**src/rtl/mseq_regs.vh**
```
`ifndef MSEQ_REGS_VH
`define MSEQ_REGS_VH

// internal bus register addresses
`define MSEQ_ADDR_STACK      6'h20
`define MSEQ_ADDR_BREAK      6'h21
`define MSEQ_ADDR_CSADDR     6'h22
`define MSEQ_ADDR_CSDATA     6'h23

// machine cycle timing, figures in ns
`define MSEQ_CLK_NS          10
`define MSEQ_CYCLE_NS        200
`define MSEQ_CPT50_NS        50
`define MSEQ_CPT125_NS       125
`define MSEQ_CPT150_NS       150

// phase points as clock counts from cycle start, least times rounded up
`define MSEQ_CYCLE_CLKS      (`MSEQ_CYCLE_NS / `MSEQ_CLK_NS)
`define MSEQ_CPT50_CLKS      ((`MSEQ_CPT50_NS + `MSEQ_CLK_NS - 1) / `MSEQ_CLK_NS)
`define MSEQ_CPT125_CLKS     ((`MSEQ_CPT125_NS + `MSEQ_CLK_NS - 1) / `MSEQ_CLK_NS)
`define MSEQ_CPT150_CLKS     ((`MSEQ_CPT150_NS + `MSEQ_CLK_NS - 1) / `MSEQ_CLK_NS)

// control word field positions
`define MSEQ_BEN_HI          76
`define MSEQ_BEN_LO          72
`define MSEQ_SUB_HI          65
`define MSEQ_SUB_LO          64
`define MSEQ_JUMP_HI         12

// subroutine field codes
`define MSEQ_SUB_NONE        2'h0
`define MSEQ_SUB_CALL        2'h1
`define MSEQ_SUB_RETURN      2'h2
`define MSEQ_SUB_DPB         2'h3

// branch enable ranges
`define MSEQ_BEN_NONE        5'h00
`define MSEQ_BEN_8WAY_MAX    5'h0F
`define MSEQ_BEN_16WAY_MAX   5'h1B

// addresses and control store address register layout
`define MSEQ_TRAP_BASE       13'h0100
`define MSEQ_PATCH_BASE      13'h1000
`define MSEQ_WCS_BIT         12
`define MSEQ_CNT_HI          15
`define MSEQ_CNT_LO          14
`define MSEQ_CNT_WRAP        2'h2
`define MSEQ_CNT_INVALID     2'h3
`define MSEQ_PARITY_VEC      4'hF

// reset values
`define MSEQ_SP_RESET        4'h0
`define MSEQ_BREAK_RESET     13'h0000
`define MSEQ_CSADDR_RESET    16'h0000

`endif

```
**src/rtl/mseq_next_address.v**
```verilog
`timescale 1ns/1ps
`include "mseq_regs.vh"

// Function
// - five-bit branch field at 76..72 selects none, 8, 16 or 32-way branch.
// - bus push decrements stack pointer first, then stores bus bits 15..0.
// - bus pop gives the addressed stack word, then increments the pointer.
// - call decrements pointer, pushes saved PC; fields choose subroutine start.
// - return ORs stack top with jump and branch bits, then increments pointer.
// - while power is bad stay in initialize, driving a constant trap vector.
// - maintenance return takes next address from stack, then increments pointer.
// - data register read gives presence in bits 7..0, zeros above.
// - break match when break register equals next address; scope sync at 150.
// - with console enable, break match stops clock at start of matched cycle.
// - console trap-to-writable forces PC bit 12 high during traps.
// - console force no-op asserts clear-word and abort-cycle outputs.
// - register widths 16, 13, 16, data 32 write, 8 read, low bits.
// - bus addresses 20..23 hex are stack, break, store address, store data.
// - word count 11 is load-only and blocks data writes and increments.
// - count wrap from 10 to 00 increments store address bits 12..0.
// - word count advances after every data write to fill higher groups.
// - stack output registered at cycle start and held until the next.
// - cycle-start flops; priority init, maint return, stall, trap, patch, normal.
// - during maintenance return, stack writes from trap or push are inhibited.
// - mux enabled at 50, latch closes 125, mux off 150, latch opens 50.
// - subroutine field 65..64: none, call, return, decision point branch.
// - jump field bits 12..0 forms the base of the next address.
module mseq_next_address (
    // clock and reset
    input  wire        mclk,
    input  wire        resetn,
    // current control word and branch sources
    input  wire [79:0] controlWord,
    input  wire [4:0]  branchCond,
    input  wire [12:0] decisionPointAddr,
    // condition requests from processor logic
    input  wire        initRequest,
    input  wire        cacheStall,
    input  wire        microTrap,
    input  wire [3:0]  trapVector,
    input  wire        patchRequest,
    input  wire [5:0]  patchAddr,
    // pins from power and console
    input  wire        powerGood,
    input  wire        consoleMaintReturnN,
    input  wire        consoleTrapToWritable,
    input  wire        consoleForceNoopN,
    input  wire        consoleBreakEnable,
    input  wire        consoleContinue,
    // control store module presence
    input  wire [7:0]  csPresence,
    // internal data bus
    input  wire        idStrobe,
    input  wire [5:0]  idAddr,
    input  wire        idWrite,
    input  wire [31:0] idDataIn,
    output reg  [31:0] idDataOut_q,
    output reg         idDataValid_q,
    // micro PC and latch timing
    output reg  [12:0] microPc_q,
    output reg  [12:0] microPcSave_q,
    output reg         muxOutEnable_q,
    output reg         latchClosed_q,
    // cycle control
    output reg         clearMicroWord_q,
    output reg         abortCycle_q,
    output reg         breakMatch_q,
    output reg         scopeSync_q,
    output reg         clockStopped_q,
    // writable control store write port
    output reg         csWrEn_q,
    output reg  [12:0] csWrAddr_q,
    output reg  [1:0]  csWrGroup_q,
    output reg  [31:0] csWrData_q
);

    // next-address source selects
    localparam SRC_INIT   = 3'h0;
    localparam SRC_MAINT  = 3'h1;
    localparam SRC_STALL  = 3'h2;
    localparam SRC_TRAP   = 3'h3;
    localparam SRC_PATCH  = 3'h4;
    localparam SRC_NORMAL = 3'h5;

    // low address bits contributed by the branch field
    function [12:0] branchBits;
        input [4:0] ben;
        input [4:0] cond;
        begin
            if (ben == `MSEQ_BEN_NONE)
                branchBits = 13'h0000;
            else if (ben <= `MSEQ_BEN_8WAY_MAX)
                branchBits = {10'h000, cond[2:0]};
            else if (ben <= `MSEQ_BEN_16WAY_MAX)
                branchBits = {9'h000, cond[3:0]};
            else
                branchBits = {8'h00, cond};
        end
    endfunction

    // modulo-3 word count step
    function [1:0] countStep;
        input [1:0] cnt;
        begin
            if (cnt == `MSEQ_CNT_WRAP)
                countStep = 2'h0;
            else
                countStep = cnt + 2'h1;
        end
    endfunction

    reg  [5:0]  pinMeta_q;
    reg  [5:0]  pinSync_q;
    reg         contPrev_q;
    reg         initCond_q;
    reg         initPrev_q;
    reg         maint_q;
    reg         stall_q;
    reg         trap_q;
    reg         patch_q;
    reg  [3:0]  trapVec_q;
    reg  [5:0]  patchAddr_q;
    reg  [15:0] stackTop_q;
    reg  [3:0]  stackPtr_q;
    reg  [12:0] breakReg_q;
    reg  [15:0] csAddr_q;
    reg  [1:0]  readSel_q;
    reg         readPend_q;
    reg  [2:0]  srcSel;
    reg  [12:0] nextAddr;
    wire [4:0]  phase;
    wire [15:0] stackRdData;
    wire        powerOk;
    wire        maintReturn;
    wire        trapToWritable;
    wire        forceNoop;
    wire        breakEnable;
    wire        contEdge;
    wire        cptStart;
    wire        cpt125Tick;
    wire        initActive;
    wire [4:0]  benField;
    wire [1:0]  subField;
    wire [12:0] jumpField;
    wire [12:0] fieldAddr;
    wire        stackSlot;
    wire        seqPush;
    wire        seqPop;
    wire        idPush;
    wire        idPop;
    wire        memWrEn;
    wire [15:0] memWrData;
    wire        csDataWrite;
    wire        breakMatchNow;

    // power and console pins pass two flops before use
    always @(posedge mclk or negedge resetn)
    begin
        if (!resetn)
        begin
            pinMeta_q  <= 6'h0A;
            pinSync_q  <= 6'h0A;
            contPrev_q <= 1'b0;
        end
        else
        begin
            pinMeta_q  <= {consoleContinue, consoleBreakEnable, consoleForceNoopN,
                           consoleTrapToWritable, consoleMaintReturnN, powerGood};
            pinSync_q  <= pinMeta_q;
            contPrev_q <= pinSync_q[5];
        end
    end

    assign powerOk        = pinSync_q[0];
    assign maintReturn    = ~pinSync_q[1];
    assign trapToWritable = pinSync_q[2];
    assign forceNoop      = ~pinSync_q[3];
    assign breakEnable    = pinSync_q[4];
    assign contEdge       = pinSync_q[5] & ~contPrev_q;

    mseq_phase_gen u_phase (
        .mclk    (mclk),
        .resetn  (resetn),
        .hold    (clockStopped_q),
        .phase_q (phase)
    );

    assign cptStart   = (phase == 5'h00);
    assign cpt125Tick = (phase == `MSEQ_CPT125_CLKS) && !clockStopped_q;

    // control word fields
    assign benField  = controlWord[`MSEQ_BEN_HI:`MSEQ_BEN_LO];
    assign subField  = controlWord[`MSEQ_SUB_HI:`MSEQ_SUB_LO];
    assign jumpField = controlWord[`MSEQ_JUMP_HI:0];
    assign fieldAddr = jumpField | branchBits(benField, branchCond);

    // condition flops sample at cycle start, init held one extra cycle
    always @(posedge mclk or negedge resetn)
    begin
        if (!resetn)
        begin
            initCond_q  <= 1'b1;
            initPrev_q  <= 1'b1;
            maint_q     <= 1'b0;
            stall_q     <= 1'b0;
            trap_q      <= 1'b0;
            patch_q     <= 1'b0;
            trapVec_q   <= 4'h0;
            patchAddr_q <= 6'h00;
        end
        else if (cptStart)
        begin
            initCond_q  <= initRequest | ~powerOk;
            initPrev_q  <= initCond_q;
            maint_q     <= maintReturn;
            stall_q     <= cacheStall;
            trap_q      <= microTrap;
            patch_q     <= patchRequest;
            trapVec_q   <= trapVector;
            patchAddr_q <= patchAddr;
        end
    end

    assign initActive = initCond_q | initPrev_q;

    // priority of held conditions
    always @*
    begin
        if (initActive)
            srcSel = SRC_INIT;
        else if (maint_q)
            srcSel = SRC_MAINT;
        else if (stall_q)
            srcSel = SRC_STALL;
        else if (trap_q)
            srcSel = SRC_TRAP;
        else if (patch_q)
            srcSel = SRC_PATCH;
        else
            srcSel = SRC_NORMAL;
    end

    // next micro address per selected source
    always @*
    begin
        case (srcSel)
            SRC_INIT:   nextAddr = `MSEQ_TRAP_BASE;
            SRC_MAINT:  nextAddr = stackTop_q[12:0];
            SRC_STALL:  nextAddr = microPcSave_q;
            SRC_TRAP:   nextAddr = `MSEQ_TRAP_BASE | {9'h000, trapVec_q};
            SRC_PATCH:  nextAddr = `MSEQ_PATCH_BASE | {7'h00, patchAddr_q};
            SRC_NORMAL:
            begin
                case (subField)
                    `MSEQ_SUB_RETURN: nextAddr = stackTop_q[12:0] | fieldAddr;
                    `MSEQ_SUB_DPB:    nextAddr = decisionPointAddr;
                    default:          nextAddr = fieldAddr;
                endcase
            end
            default:    nextAddr = `MSEQ_TRAP_BASE;
        endcase
        if ((srcSel == SRC_INIT || srcSel == SRC_TRAP) && trapToWritable)
            nextAddr[`MSEQ_WCS_BIT] = 1'b1;
    end

    // stack traffic: sequencer owns the 125 slot, bus requests there are dropped
    assign stackSlot = idStrobe && (idAddr == `MSEQ_ADDR_STACK) && !cpt125Tick;
    assign seqPush   = cpt125Tick && !maint_q &&
                       ((srcSel == SRC_TRAP) ||
                        (srcSel == SRC_NORMAL && subField == `MSEQ_SUB_CALL));
    assign seqPop    = cpt125Tick &&
                       ((srcSel == SRC_MAINT) ||
                        (srcSel == SRC_NORMAL && subField == `MSEQ_SUB_RETURN));
    assign idPush    = stackSlot && idWrite && !maint_q;
    assign idPop     = stackSlot && !idWrite;
    assign memWrEn   = seqPush | idPush;
    assign memWrData = idPush ? idDataIn[15:0] : {3'h0, microPcSave_q};

    mseq_stack_mem u_stack (
        .mclk     (mclk),
        .resetn   (resetn),
        .wrEn     (memWrEn),
        .wrAddr   (stackPtr_q - 4'h1),
        .wrData   (memWrData),
        .rdAddr   (stackPtr_q),
        .rdData_q (stackRdData)
    );

    // stack pointer: decrement with write, increment after read
    always @(posedge mclk or negedge resetn)
    begin
        if (!resetn)
            stackPtr_q <= `MSEQ_SP_RESET;
        else if (initActive)
            stackPtr_q <= `MSEQ_SP_RESET;
        else if (memWrEn)
            stackPtr_q <= stackPtr_q - 4'h1;
        else if (seqPop || idPop)
            stackPtr_q <= stackPtr_q + 4'h1;
    end

    // stack top captured at cycle start and held through the cycle
    always @(posedge mclk or negedge resetn)
    begin
        if (!resetn)
            stackTop_q <= 16'h0000;
        else if (cptStart)
            stackTop_q <= stackRdData;
    end

    // micro PC latch and save register
    always @(posedge mclk or negedge resetn)
    begin
        if (!resetn)
        begin
            microPc_q     <= `MSEQ_TRAP_BASE;
            microPcSave_q <= `MSEQ_TRAP_BASE;
        end
        else
        begin
            if (cpt125Tick)
                microPc_q <= nextAddr;
            if (cptStart && !(microTrap && trapVector == `MSEQ_PARITY_VEC))
                microPcSave_q <= microPc_q;
        end
    end

    // mux drive window and latch hold window
    always @(posedge mclk or negedge resetn)
    begin
        if (!resetn)
        begin
            muxOutEnable_q <= 1'b0;
            latchClosed_q  <= 1'b1;
        end
        else
        begin
            muxOutEnable_q <= (phase >= `MSEQ_CPT50_CLKS) &&
                              (phase < `MSEQ_CPT150_CLKS);
            latchClosed_q  <= (phase >= `MSEQ_CPT125_CLKS) ||
                              (phase < `MSEQ_CPT50_CLKS);
        end
    end

    // no-op controls for traps, stalls, patches, init and console
    always @(posedge mclk or negedge resetn)
    begin
        if (!resetn)
        begin
            clearMicroWord_q <= 1'b1;
            abortCycle_q     <= 1'b1;
        end
        else
        begin
            clearMicroWord_q <= initActive | stall_q | trap_q | patch_q |
                                forceNoop;
            abortCycle_q     <= initActive | trap_q | forceNoop;
        end
    end

    assign breakMatchNow = (breakReg_q == nextAddr);

    // break match, scope sync and clock stop
    always @(posedge mclk or negedge resetn)
    begin
        if (!resetn)
        begin
            breakMatch_q   <= 1'b0;
            scopeSync_q    <= 1'b0;
            clockStopped_q <= 1'b0;
        end
        else
        begin
            breakMatch_q <= breakMatchNow;
            scopeSync_q  <= breakMatchNow &&
                            (phase == `MSEQ_CPT150_CLKS);
            if (breakEnable && breakMatchNow &&
                (phase == (`MSEQ_CYCLE_CLKS - 1)))
                clockStopped_q <= 1'b1;
            else if (contEdge)
                clockStopped_q <= 1'b0;                      // stop wins over continue
        end
    end

    assign csDataWrite = idStrobe && idWrite && (idAddr == `MSEQ_ADDR_CSDATA) &&
                         (csAddr_q[`MSEQ_CNT_HI:`MSEQ_CNT_LO] != `MSEQ_CNT_INVALID);

    // bus writes of break and store address, store data write sequencing
    always @(posedge mclk or negedge resetn)
    begin
        if (!resetn)
        begin
            breakReg_q  <= `MSEQ_BREAK_RESET;
            csAddr_q    <= `MSEQ_CSADDR_RESET;
            csWrEn_q    <= 1'b0;
            csWrAddr_q  <= 13'h0000;
            csWrGroup_q <= 2'h0;
            csWrData_q  <= 32'h00000000;
        end
        else
        begin
            csWrEn_q <= csDataWrite;
            if (idStrobe && idWrite && idAddr == `MSEQ_ADDR_BREAK)
                breakReg_q <= idDataIn[12:0];
            if (idStrobe && idWrite && idAddr == `MSEQ_ADDR_CSADDR)
                csAddr_q <= idDataIn[15:0];
            else if (csDataWrite)
            begin
                csWrAddr_q  <= csAddr_q[12:0];
                csWrGroup_q <= csAddr_q[`MSEQ_CNT_HI:`MSEQ_CNT_LO];
                csWrData_q  <= idDataIn;
                csAddr_q[`MSEQ_CNT_HI:`MSEQ_CNT_LO] <=
                    countStep(csAddr_q[`MSEQ_CNT_HI:`MSEQ_CNT_LO]);
                if (csAddr_q[`MSEQ_CNT_HI:`MSEQ_CNT_LO] == `MSEQ_CNT_WRAP)
                    csAddr_q[12:0] <= csAddr_q[12:0] + 13'h0001;
            end
        end
    end

    // read request capture, answer one clock later
    always @(posedge mclk or negedge resetn)
    begin
        if (!resetn)
        begin
            readPend_q <= 1'b0;
            readSel_q  <= 2'h0;
        end
        else
        begin
            readPend_q <= idStrobe && !idWrite && (idAddr[5:2] == 4'h8) &&
                          !(idAddr == `MSEQ_ADDR_STACK && cpt125Tick);
            readSel_q  <= idAddr[1:0];
        end
    end

    // read data, low bits carry the register, upper bits zero
    always @(posedge mclk or negedge resetn)
    begin
        if (!resetn)
        begin
            idDataOut_q   <= 32'h00000000;
            idDataValid_q <= 1'b0;
        end
        else
        begin
            idDataValid_q <= readPend_q;
            if (readPend_q)
            begin
                case (readSel_q)
                    2'h0:    idDataOut_q <= {16'h0000, stackRdData};
                    2'h1:    idDataOut_q <= {19'h00000, breakReg_q};
                    2'h2:    idDataOut_q <= {16'h0000, csAddr_q};
                    default: idDataOut_q <= {24'h000000, csPresence};
                endcase
            end
        end
    end

endmodule // mseq_next_address

```
**src/rtl/mseq_phase_gen.v**
```verilog
`timescale 1ns/1ps
`include "mseq_regs.vh"

module mseq_phase_gen (
    // clock and reset
    input  wire       mclk,
    input  wire       resetn,
    // hold at cycle start while the processor clock is stopped
    input  wire       hold,
    // phase count within the machine cycle
    output reg  [4:0] phase_q
);

    // counts clocks across one machine cycle, parks at zero when held
    always @(posedge mclk or negedge resetn)
    begin
        if (!resetn)
            phase_q <= 5'h00;
        else if (hold && (phase_q == 5'h00))
            phase_q <= 5'h00;
        else if (phase_q == (`MSEQ_CYCLE_CLKS - 1))
            phase_q <= 5'h00;
        else
            phase_q <= phase_q + 5'h01;
    end

endmodule // mseq_phase_gen

```
**src/rtl/mseq_stack_mem.v**
```verilog
`timescale 1ns/1ps

module mseq_stack_mem (
    // clock and reset
    input  wire        mclk,
    input  wire        resetn,
    // write port
    input  wire        wrEn,
    input  wire [3:0]  wrAddr,
    input  wire [15:0] wrData,
    // registered read port
    input  wire [3:0]  rdAddr,
    output reg  [15:0] rdData_q
);

    reg [15:0] mem [0:15];

    // storage has no reset, only its read register does
    always @(posedge mclk)
    begin
        if (wrEn)
            mem[wrAddr] <= wrData;
    end

    // read happens every clock, old data on a same-address write
    always @(posedge mclk or negedge resetn)
    begin
        if (!resetn)
            rdData_q <= 16'h0000;
        else
            rdData_q <= mem[rdAddr];
    end

endmodule // mseq_stack_mem
```
**config.mk**
```make
export PLATFORM = sky130hd
export DESIGN_NAME = mseq_next_address
export DESIGN_NICKNAME = d
export VERILOG_FILES = /design/src/rtl/mseq_next_address.v /design/src/rtl/mseq_phase_gen.v /design/src/rtl/mseq_stack_mem.v
export VERILOG_INCLUDE_DIRS = /design/src /design/src/rtl
export SDC_FILE = /design/constraint.sdc
export NUM_CORES = 1
export LEC_CHECK = 0
export BUFFER_PORTS_ARGS = -buffer_cell sky130_fd_sc_hd__buf_2
export CAP_MARGIN = 20
export CORE_UTILIZATION = 30
export DETAILED_ROUTE_END_ITERATION = 10
export RECOVER_POWER = 50
export SYNTH_ARGS = -nofsm -noshare
export SYNTH_HDL_FRONTEND = slang
export SYNTH_SLANG_ARGS = --single-unit
export TNS_END_PERCENT = 100
```
**constraint.sdc**
```tcl
create_clock -name mclk -period 2.6 [get_ports mclk]
set_input_delay 0 -clock mclk [delete_from_list [all_inputs] [get_ports mclk]]
set_output_delay 0 -clock mclk [all_outputs]
set_load 0.05 [all_outputs]
```
After elaboration in Yosys (flattened, before gate mapping)
Memories as Yosys holds them, arrays and structs flattened. A register that Yosys moved wholly into a read port is not among the register bits.
Cells that the tools add are included.

storage, ports and cells
  register bits = 197
  memory bits (writable) = 256
  input bits = 168
  output and inout bits = 114
  logic and storage cells = 164
  memories = 1

memory list
  name         depth  bits a word  read ports  clocked after Yosys merged registers in  write ports  line                 RTL
  u_stack.mem  16     16           1           1                                        1            mseq_stack_mem.v:16  reg [15:0] mem [0:15];

cells by class
  add/sub/neg operators = 5
  order comparisons = 6
  eq/ne operators = 22
  muxes and demuxes = 28
  bitwise logic cells = 17
  reduce and logical (&&, ||, !) cells = 50

operators by type and width
  kind                                                             count
  13-bit two-way mux                                               5
  13-bit case mux with 5 select lines                              1
  16-bit case mux with 3 select lines                              1
  1-bit logical AND                                                28
  13-bit bitwise OR                                                2
  13-bit case mux with 2 select lines                              1
  6-bit == test, second input constant                             4
  16-bit two-way mux                                               1
  5-bit two-way mux                                                3
  13-bit by 1-bit adder with 13-bit output, second input constant  1
  13-bit == test                                                   1
  3-bit two-way mux                                                4
  4-bit two-way mux                                                3
  5-bit by 4-bit == test with 1-bit output, second input constant  2
  5-bit logical NOT                                                2
  1-bit bitwise OR                                                 9
  2-bit == test, second input constant                             4
  4-bit == test, second input constant                             2
  1-bit logical NOT                                                7
  3-bit by 2-bit == test with 1-bit output, second input constant  2
  3-bit == test, second input constant                             2
  1-bit two-way mux                                                6
  2-bit two-way mux                                                3
  2-bit nonzero test                                               3
  other kinds (21)                                                 31

Logic depth before layout (Yosys ltp)
  depth after elaboration = 13
  depth in mapped cells = 10
  mapped depth without buffers = 9

Cells and area by module
A second synthesis with hierarchy kept.

second synthesis, totals
  cells, all modules = 1260
  area, all modules = 18805.5 µm²

by module, submodules not included
  module             instances  cells each  area each (µm²)  sequential area each (µm²)
  mseq_stack_mem     1          432         10122.2          8087.8
  mseq_next_address  1          803         8436.8           4418.0
  mseq_phase_gen     1          25          246.5            125.1

Least setup slack after synthesis
OpenSTA, ideal clock, no wires.

  path kind = register -> register
  from = register stackPtr_q[0]
  to = memory u_stack.mem[11][0] (enable)
  library setup time = 0.374 ns
  arrival = 2.185 ns
  data required time = 2.226 ns
  setup slack = 0.041 ns
  cell stages (with the launch flop) = 9
  path buffers = 2
  clock period less this slack = 2.559 ns
  path through = dfrtp_1 > clkbuf_1 > buf_2 > inv_1 > ha_1 > nor3_1 > a31oi_1 > nor2_1 > and2_1

between the ends
  longest elaborated chain between the ends = 1

RTL lines
  element                                      line                     RTL
  start, declared                              mseq_next_address.v:124  reg [3:0] stackPtr_q;
  start signal, assigned                       mseq_next_address.v:293  stackPtr_q <= `MSEQ_SP_RESET;
  start signal, assigned                       mseq_next_address.v:295  stackPtr_q <= `MSEQ_SP_RESET;
  start signal, assigned                       mseq_next_address.v:297  stackPtr_q <= stackPtr_q - 4'h1;
  4-bit by 1-bit subtractor with 4-bit output  mseq_next_address.v:283  .wrAddr (stackPtr_q - 4'h1),
  end, declared                                mseq_stack_mem.v:16

Every way passes these cells.

Final worst setup path
  from = register stall_q
  to = register microPc_q[1]

between the ends
  longest elaborated chain between the ends = 5
  elaborated cells between the ends (all ways) = 9
  those cells by class = 5 x eq/ne; 4 x mux

RTL lines
  element                                  line                     RTL
  start, declared                          mseq_next_address.v:118  reg stall_q;
  start signal, assigned                   mseq_next_address.v:216  stall_q <= cacheStall;
  3-bit two-way mux (*)                    mseq_next_address.v:233  else if (stall_q)
  3-bit two-way mux (*)                    mseq_next_address.v:231  else if (maint_q)
  3-bit two-way mux (*)                    mseq_next_address.v:229  if (initActive)
  3-bit == test (tied with other cells)    mseq_next_address.v:246  case (srcSel)
  13-bit case mux with 5 select lines (*)  mseq_next_address.v:246
  end signal, assigned                     mseq_next_address.v:316  microPc_q <= `MSEQ_TRAP_BASE;
  end signal, assigned                     mseq_next_address.v:322  microPc_q <= nextAddr;
  end, declared                            mseq_next_address.v:60   output reg [12:0] microPc_q,

Mark *: on every way between the ends. The rest lies on a longest branch, timed or not.
A chain may end at the register's enable or synchronous reset.

==> flow_summary.toml <==
[outcome]
run_status = "complete, but fails checks"
violations = "capacitance limit, slew limit"

[floorplan]
die-height_um = 254
io_pins = 282
initial_core_util = 0.306
core_area_um2 = 62200
floorplan.die_area_um2 = 64300
die_width_um = 254
placementRows = 91

[worst_setup_path]
worst_path_dominant_cell_family = "simple AND/OR/NAND/NOR gates"
cp_slowest_cell = "sky130_fd_sc_hd__or4_1"
worst-endpoint-required_ps = 3110
ff2ff_path_depth = 7
timing.critical_path.cells = "or4_1 -> nor3_2 -> buf_4 -> o21ai_0 -> o21a_1 -> o21ai_0 -> dlygate4sd3_1"
reg2reg_from = "stall_q"
critical_path_buf_inv_count = 2
worst-path-max-fanout = 4
arrival_ps = 2990
cp-start-kind = "flip-flop"
worst_setup_path_end_kind = "flip-flop"
critPathMostFrequentCell = "sky130_fd_sc_hd__o21ai_0"
critical_path_class = "flip-flop to flip-flop"
r2r_slack_ps = 120
rr_endpoint = "microPc_q[1]"
critPathMaxStageDelay_ps = 590

[synthesis]
synth-main-ff-cell = "sky130_fd_sc_hd__edfxtp_1"
synthesis.yosys.warnings = 0
synth.ff_latch_count = 453
netlist-cell-type-count = 73
number_of_flops_mapped_to_enable_cells_by_yosys = 256
synth_seq_area_share = 0.665
synth-async-reset-ratio = 0.435
synth_cells = 1339
synth.avg_cell_area_um2 = 14.2
mappedNetlistArea_um2 = 19000

[timing]
clock.fmax_mhz = 403
max_transition_margin = -0.535
worst_clock_skew_ps = 15.2
final_tns_setup_ps = 0
worst_slack_ps = 121
finalSetupViolations = 0
holdWs_ps = 30.8
rsz0062_at_grt = "false"
worstMarginPinSlew_ps = 2300
min_period_ps = 2480
fin_crit_sh = 0.954
timing.final.max_slew_violations = 89
report.final.hold_viol_count = 0

[routing]
route.antenna.remaining_nets = 0
routedWlPerCell_um = 20.6
via_per_inst = 4.88
drt_wl_total_mm = 52.9
route.vias.total = 12500
drc_errors = 0
drt_iter0_markers = 905
detail_route.first_pass.iterations = 7

[finish]
final_layout_size_suffix_gt1_frac = 0.233
register_area_um2 = 12600
total_area_of_multi_input_combinational_cells_um2 = 5940
fill_cells = 5865
fin_util = 0.382
fin_nets = 1868
most_frequent_cells_in_the_layout = "sky130_fd_sc_hd__edfxtp_1, sky130_fd_sc_hd__nand2_1, sky130_fd_sc_hd__dfrtp_1"
area_delta_synth_final_pct = 24.9
layout_commonest_cell = "sky130_fd_sc_hd__edfxtp_1"
finalInstanceArea_um2 = 23700

[placement]
area_after_dpl_um2 = 21600
port_buffers = 205
place_worst_setup_slack_ps = 120
place.detailed.hpwl_mm = 36.7
routabilityCongestion = 0.897

[grt]
grt-ovfl-total = 0
grtUsageTotal = 0.163
first_global_vias = 12400
grt_max_degree = 90
grt_first_pass_wirelength_mm = 78.0
antenna_found_initial = 4

[min_path]
timing.hold.worst_endpoint = "microPc_q[6]"
path_class_of_the_lowest_slack_min_delay_path = "primary input to flip-flop"
holdCritStartpoint = "decisionPointAddr[6]"
whs_path_depth = 4

[clocking]
clkSlewWorstSetupHoldPaths_ps = 60
clk_path_buf_depth = 3
tritoncts.num_buffers = 47
htreeDepth = 2
tritoncts = "built"
clk-insertion-delay-late_ps = 580
clock_sinks = 453
clock_tree.root_cell = "sky130_fd_sc_hd__clkbuf_16"

[flow_run]
drv_cap = 1

[pwr]
power_density_nw_per_um2 = 853
cellLeakagePower_uw = 0.00901
vdd_ir_drop_max_uv = 448
[layer usage]
layer,wire length [µm],track usage,share of wire,vias to the layer above
met2,25700,0.273,0.49,484
met5,0,0,0,-
li1,-,-,-,5641
met1,22500,0.210,0.42,6290
met4,1720,0.0671,0.033,0
met3,3010,0.0248,0.057,103
[cell usage after synthesis, types with 4 or more instances]
| master | number | area, µm² |
|---|---|---|
| sky130_fd_sc_hd__edfxtp_1 | 256 | 7690 |
| sky130_fd_sc_hd__nand2_1 | 223 | 837 |
| sky130_fd_sc_hd__dfrtp_1 | 186 | 4650 |
| sky130_fd_sc_hd__mux2_2 | 79 | 890 |
| sky130_fd_sc_hd__mux2i_1 | 74 | 741 |
| sky130_fd_sc_hd__o21ai_0 | 52 | 260 |
| sky130_fd_sc_hd__clkbuf_1 | 48 | 180 |
| sky130_fd_sc_hd__mux4_2 | 40 | 901 |
| sky130_fd_sc_hd__nor2_1 | 38 | 143 |
| sky130_fd_sc_hd__a21oi_1 | 34 | 170 |
| sky130_fd_sc_hd__a221oi_1 | 20 | 175 |
| sky130_fd_sc_hd__a22oi_1 | 17 | 128 |
| sky130_fd_sc_hd__and2_1 | 16 | 100 |
| sky130_fd_sc_hd__buf_4 | 16 | 120 |
| sky130_fd_sc_hd__inv_1 | 16 | 60.1 |
| sky130_fd_sc_hd__nor3_1 | 15 | 75.1 |
| sky130_fd_sc_hd__and3_1 | 14 | 87.6 |
| sky130_fd_sc_hd__o21a_1 | 12 | 90.1 |
| sky130_fd_sc_hd__xor2_1 | 12 | 105 |
| sky130_fd_sc_hd__buf_1 | 11 | 41.3 |
| sky130_fd_sc_hd__buf_2 | 11 | 55.1 |
| sky130_fd_sc_hd__dfstp_2 | 11 | 289 |
| sky130_fd_sc_hd__ha_1 | 11 | 138 |
| sky130_fd_sc_hd__xnor2_1 | 11 | 96.3 |
| sky130_fd_sc_hd__o22ai_1 | 9 | 56.3 |
| sky130_fd_sc_hd__a221o_1 | 6 | 60.1 |
| sky130_fd_sc_hd__a31oi_1 | 6 | 37.5 |
| sky130_fd_sc_hd__nand3_1 | 6 | 30.0 |
| sky130_fd_sc_hd__nand3b_1 | 6 | 45.0 |
| sky130_fd_sc_hd__nor2b_1 | 6 | 37.5 |
| sky130_fd_sc_hd__a2bb2oi_1 | 5 | 43.8 |
| sky130_fd_sc_hd__nand4_1 | 5 | 31.3 |
| sky130_fd_sc_hd__nor3b_2 | 5 | 62.6 |
| sky130_fd_sc_hd__a22o_1 | 4 | 35.0 |
| sky130_fd_sc_hd__o21ai_2 | 4 | 35.0 |
[how the worst max path moves through the flow]
| stage | startpoint | slack (ps) | end | cells past startpoint |
|---|---|---|---|---|
| after floorplan | stackPtr_q[0] | 40 | u_stack.mem[11][0] | 8 |
| after global placement | u_phase.phase_q[1] | 150 | u_stack.mem[5][8] | 8 |
| after detailed placement | stall_q | 120 | clockStopped_q | 8 |
| after CTS | trap_q | 20 | clockStopped_q | 8 |
| after global routing | u_phase.phase_q[1] | 7 | u_stack.mem[8][11] | 8 |
| final | stall_q | 120 | microPc_q[1] | 7 |
[layout make-up]
type | count | share of cell area
repair buffers | 374 | 0.109
clock buffers | 65 | 0.0549
flip-flops and latches | 453 | 0.533
multi-input cells | 796 | 0.250
diodes | 3 | 0.000316
clock inverters | 20 | 0.00606
inverters | 17 | 0.00269
well taps | 837 | 0.0441
[metrics by stage]
step / instances / power (µW)
2_1_floorplan: 1354 / 12400
3_3_place_gp: 2385 / 13900
3_5_place_dp: 2385 / 13900
4_1_cts: 2557 / 20500
5_1_grt: 2563 / 21100
6_report: 2565 / 20200
[sequential cells by signal (all words and copies together), names as in the netlist, 4 cells and up]
signal and count:
microPc_q 13, stackTop_q 13, pinMeta_q 6, patchAddr_q 6, u_phase.phase_q 5, u_stack.mem 256
csWrAddr_q 13, csWrData_q 32, trapVec_q 4, stackPtr_q 4, idDataOut_q 16, csAddr_q 16
breakReg_q 13, microPcSave_q 13, pinSync_q 6, u_stack.rdData_q 16
[worst reg2reg max path: stages, from the launching register on]
cell,delay (ps)
sky130_fd_sc_hd__dfrtp_1,410
sky130_fd_sc_hd__or4_1,590
sky130_fd_sc_hd__nor3_2,240
sky130_fd_sc_hd__buf_4,170
sky130_fd_sc_hd__o21ai_0,70
sky130_fd_sc_hd__o21a_1,200
sky130_fd_sc_hd__o21ai_0,160
sky130_fd_sc_hd__dlygate4sd3_1,570
[where the power goes]
part / switching [µW] / internal (µW) / leakage [µW] / total [µW]
clock: 2780 / 3610 / 0.000716 / 6400
sequential: 804 / 8760 / 0.00477 / 9570
combinational: 2850 / 1420 / 0.00352 / 4270
[logic make-up (layout without fill, tap and decap cells)]
| logic type | count (synthesis) | after routing | synth area share |
|---|---|---|---|
| simple gates | 354 | 354 | 0.0865 |
| compound gates | 199 | 199 | 0.0719 |
| other cells | 1 | 19 | 0.000197 |
| flops | 453 | 453 | 0.665 |
| mux | 193 | 193 | 0.133 |
| buf+inv | 105 | 476 | 0.0254 |
| xor+xnor | 23 | 23 | 0.0106 |
| fa+ha+maj | 11 | 11 | 0.00725 |
[what timing repair did]
item	in CTS	in global routing
hold endpoints to repair	189	0
hold buffers	87	0
setup buffers	0	5
resized for setup	0	8
endpoints found under the setup margin	0	73
(Power assumes the default switching activity.)
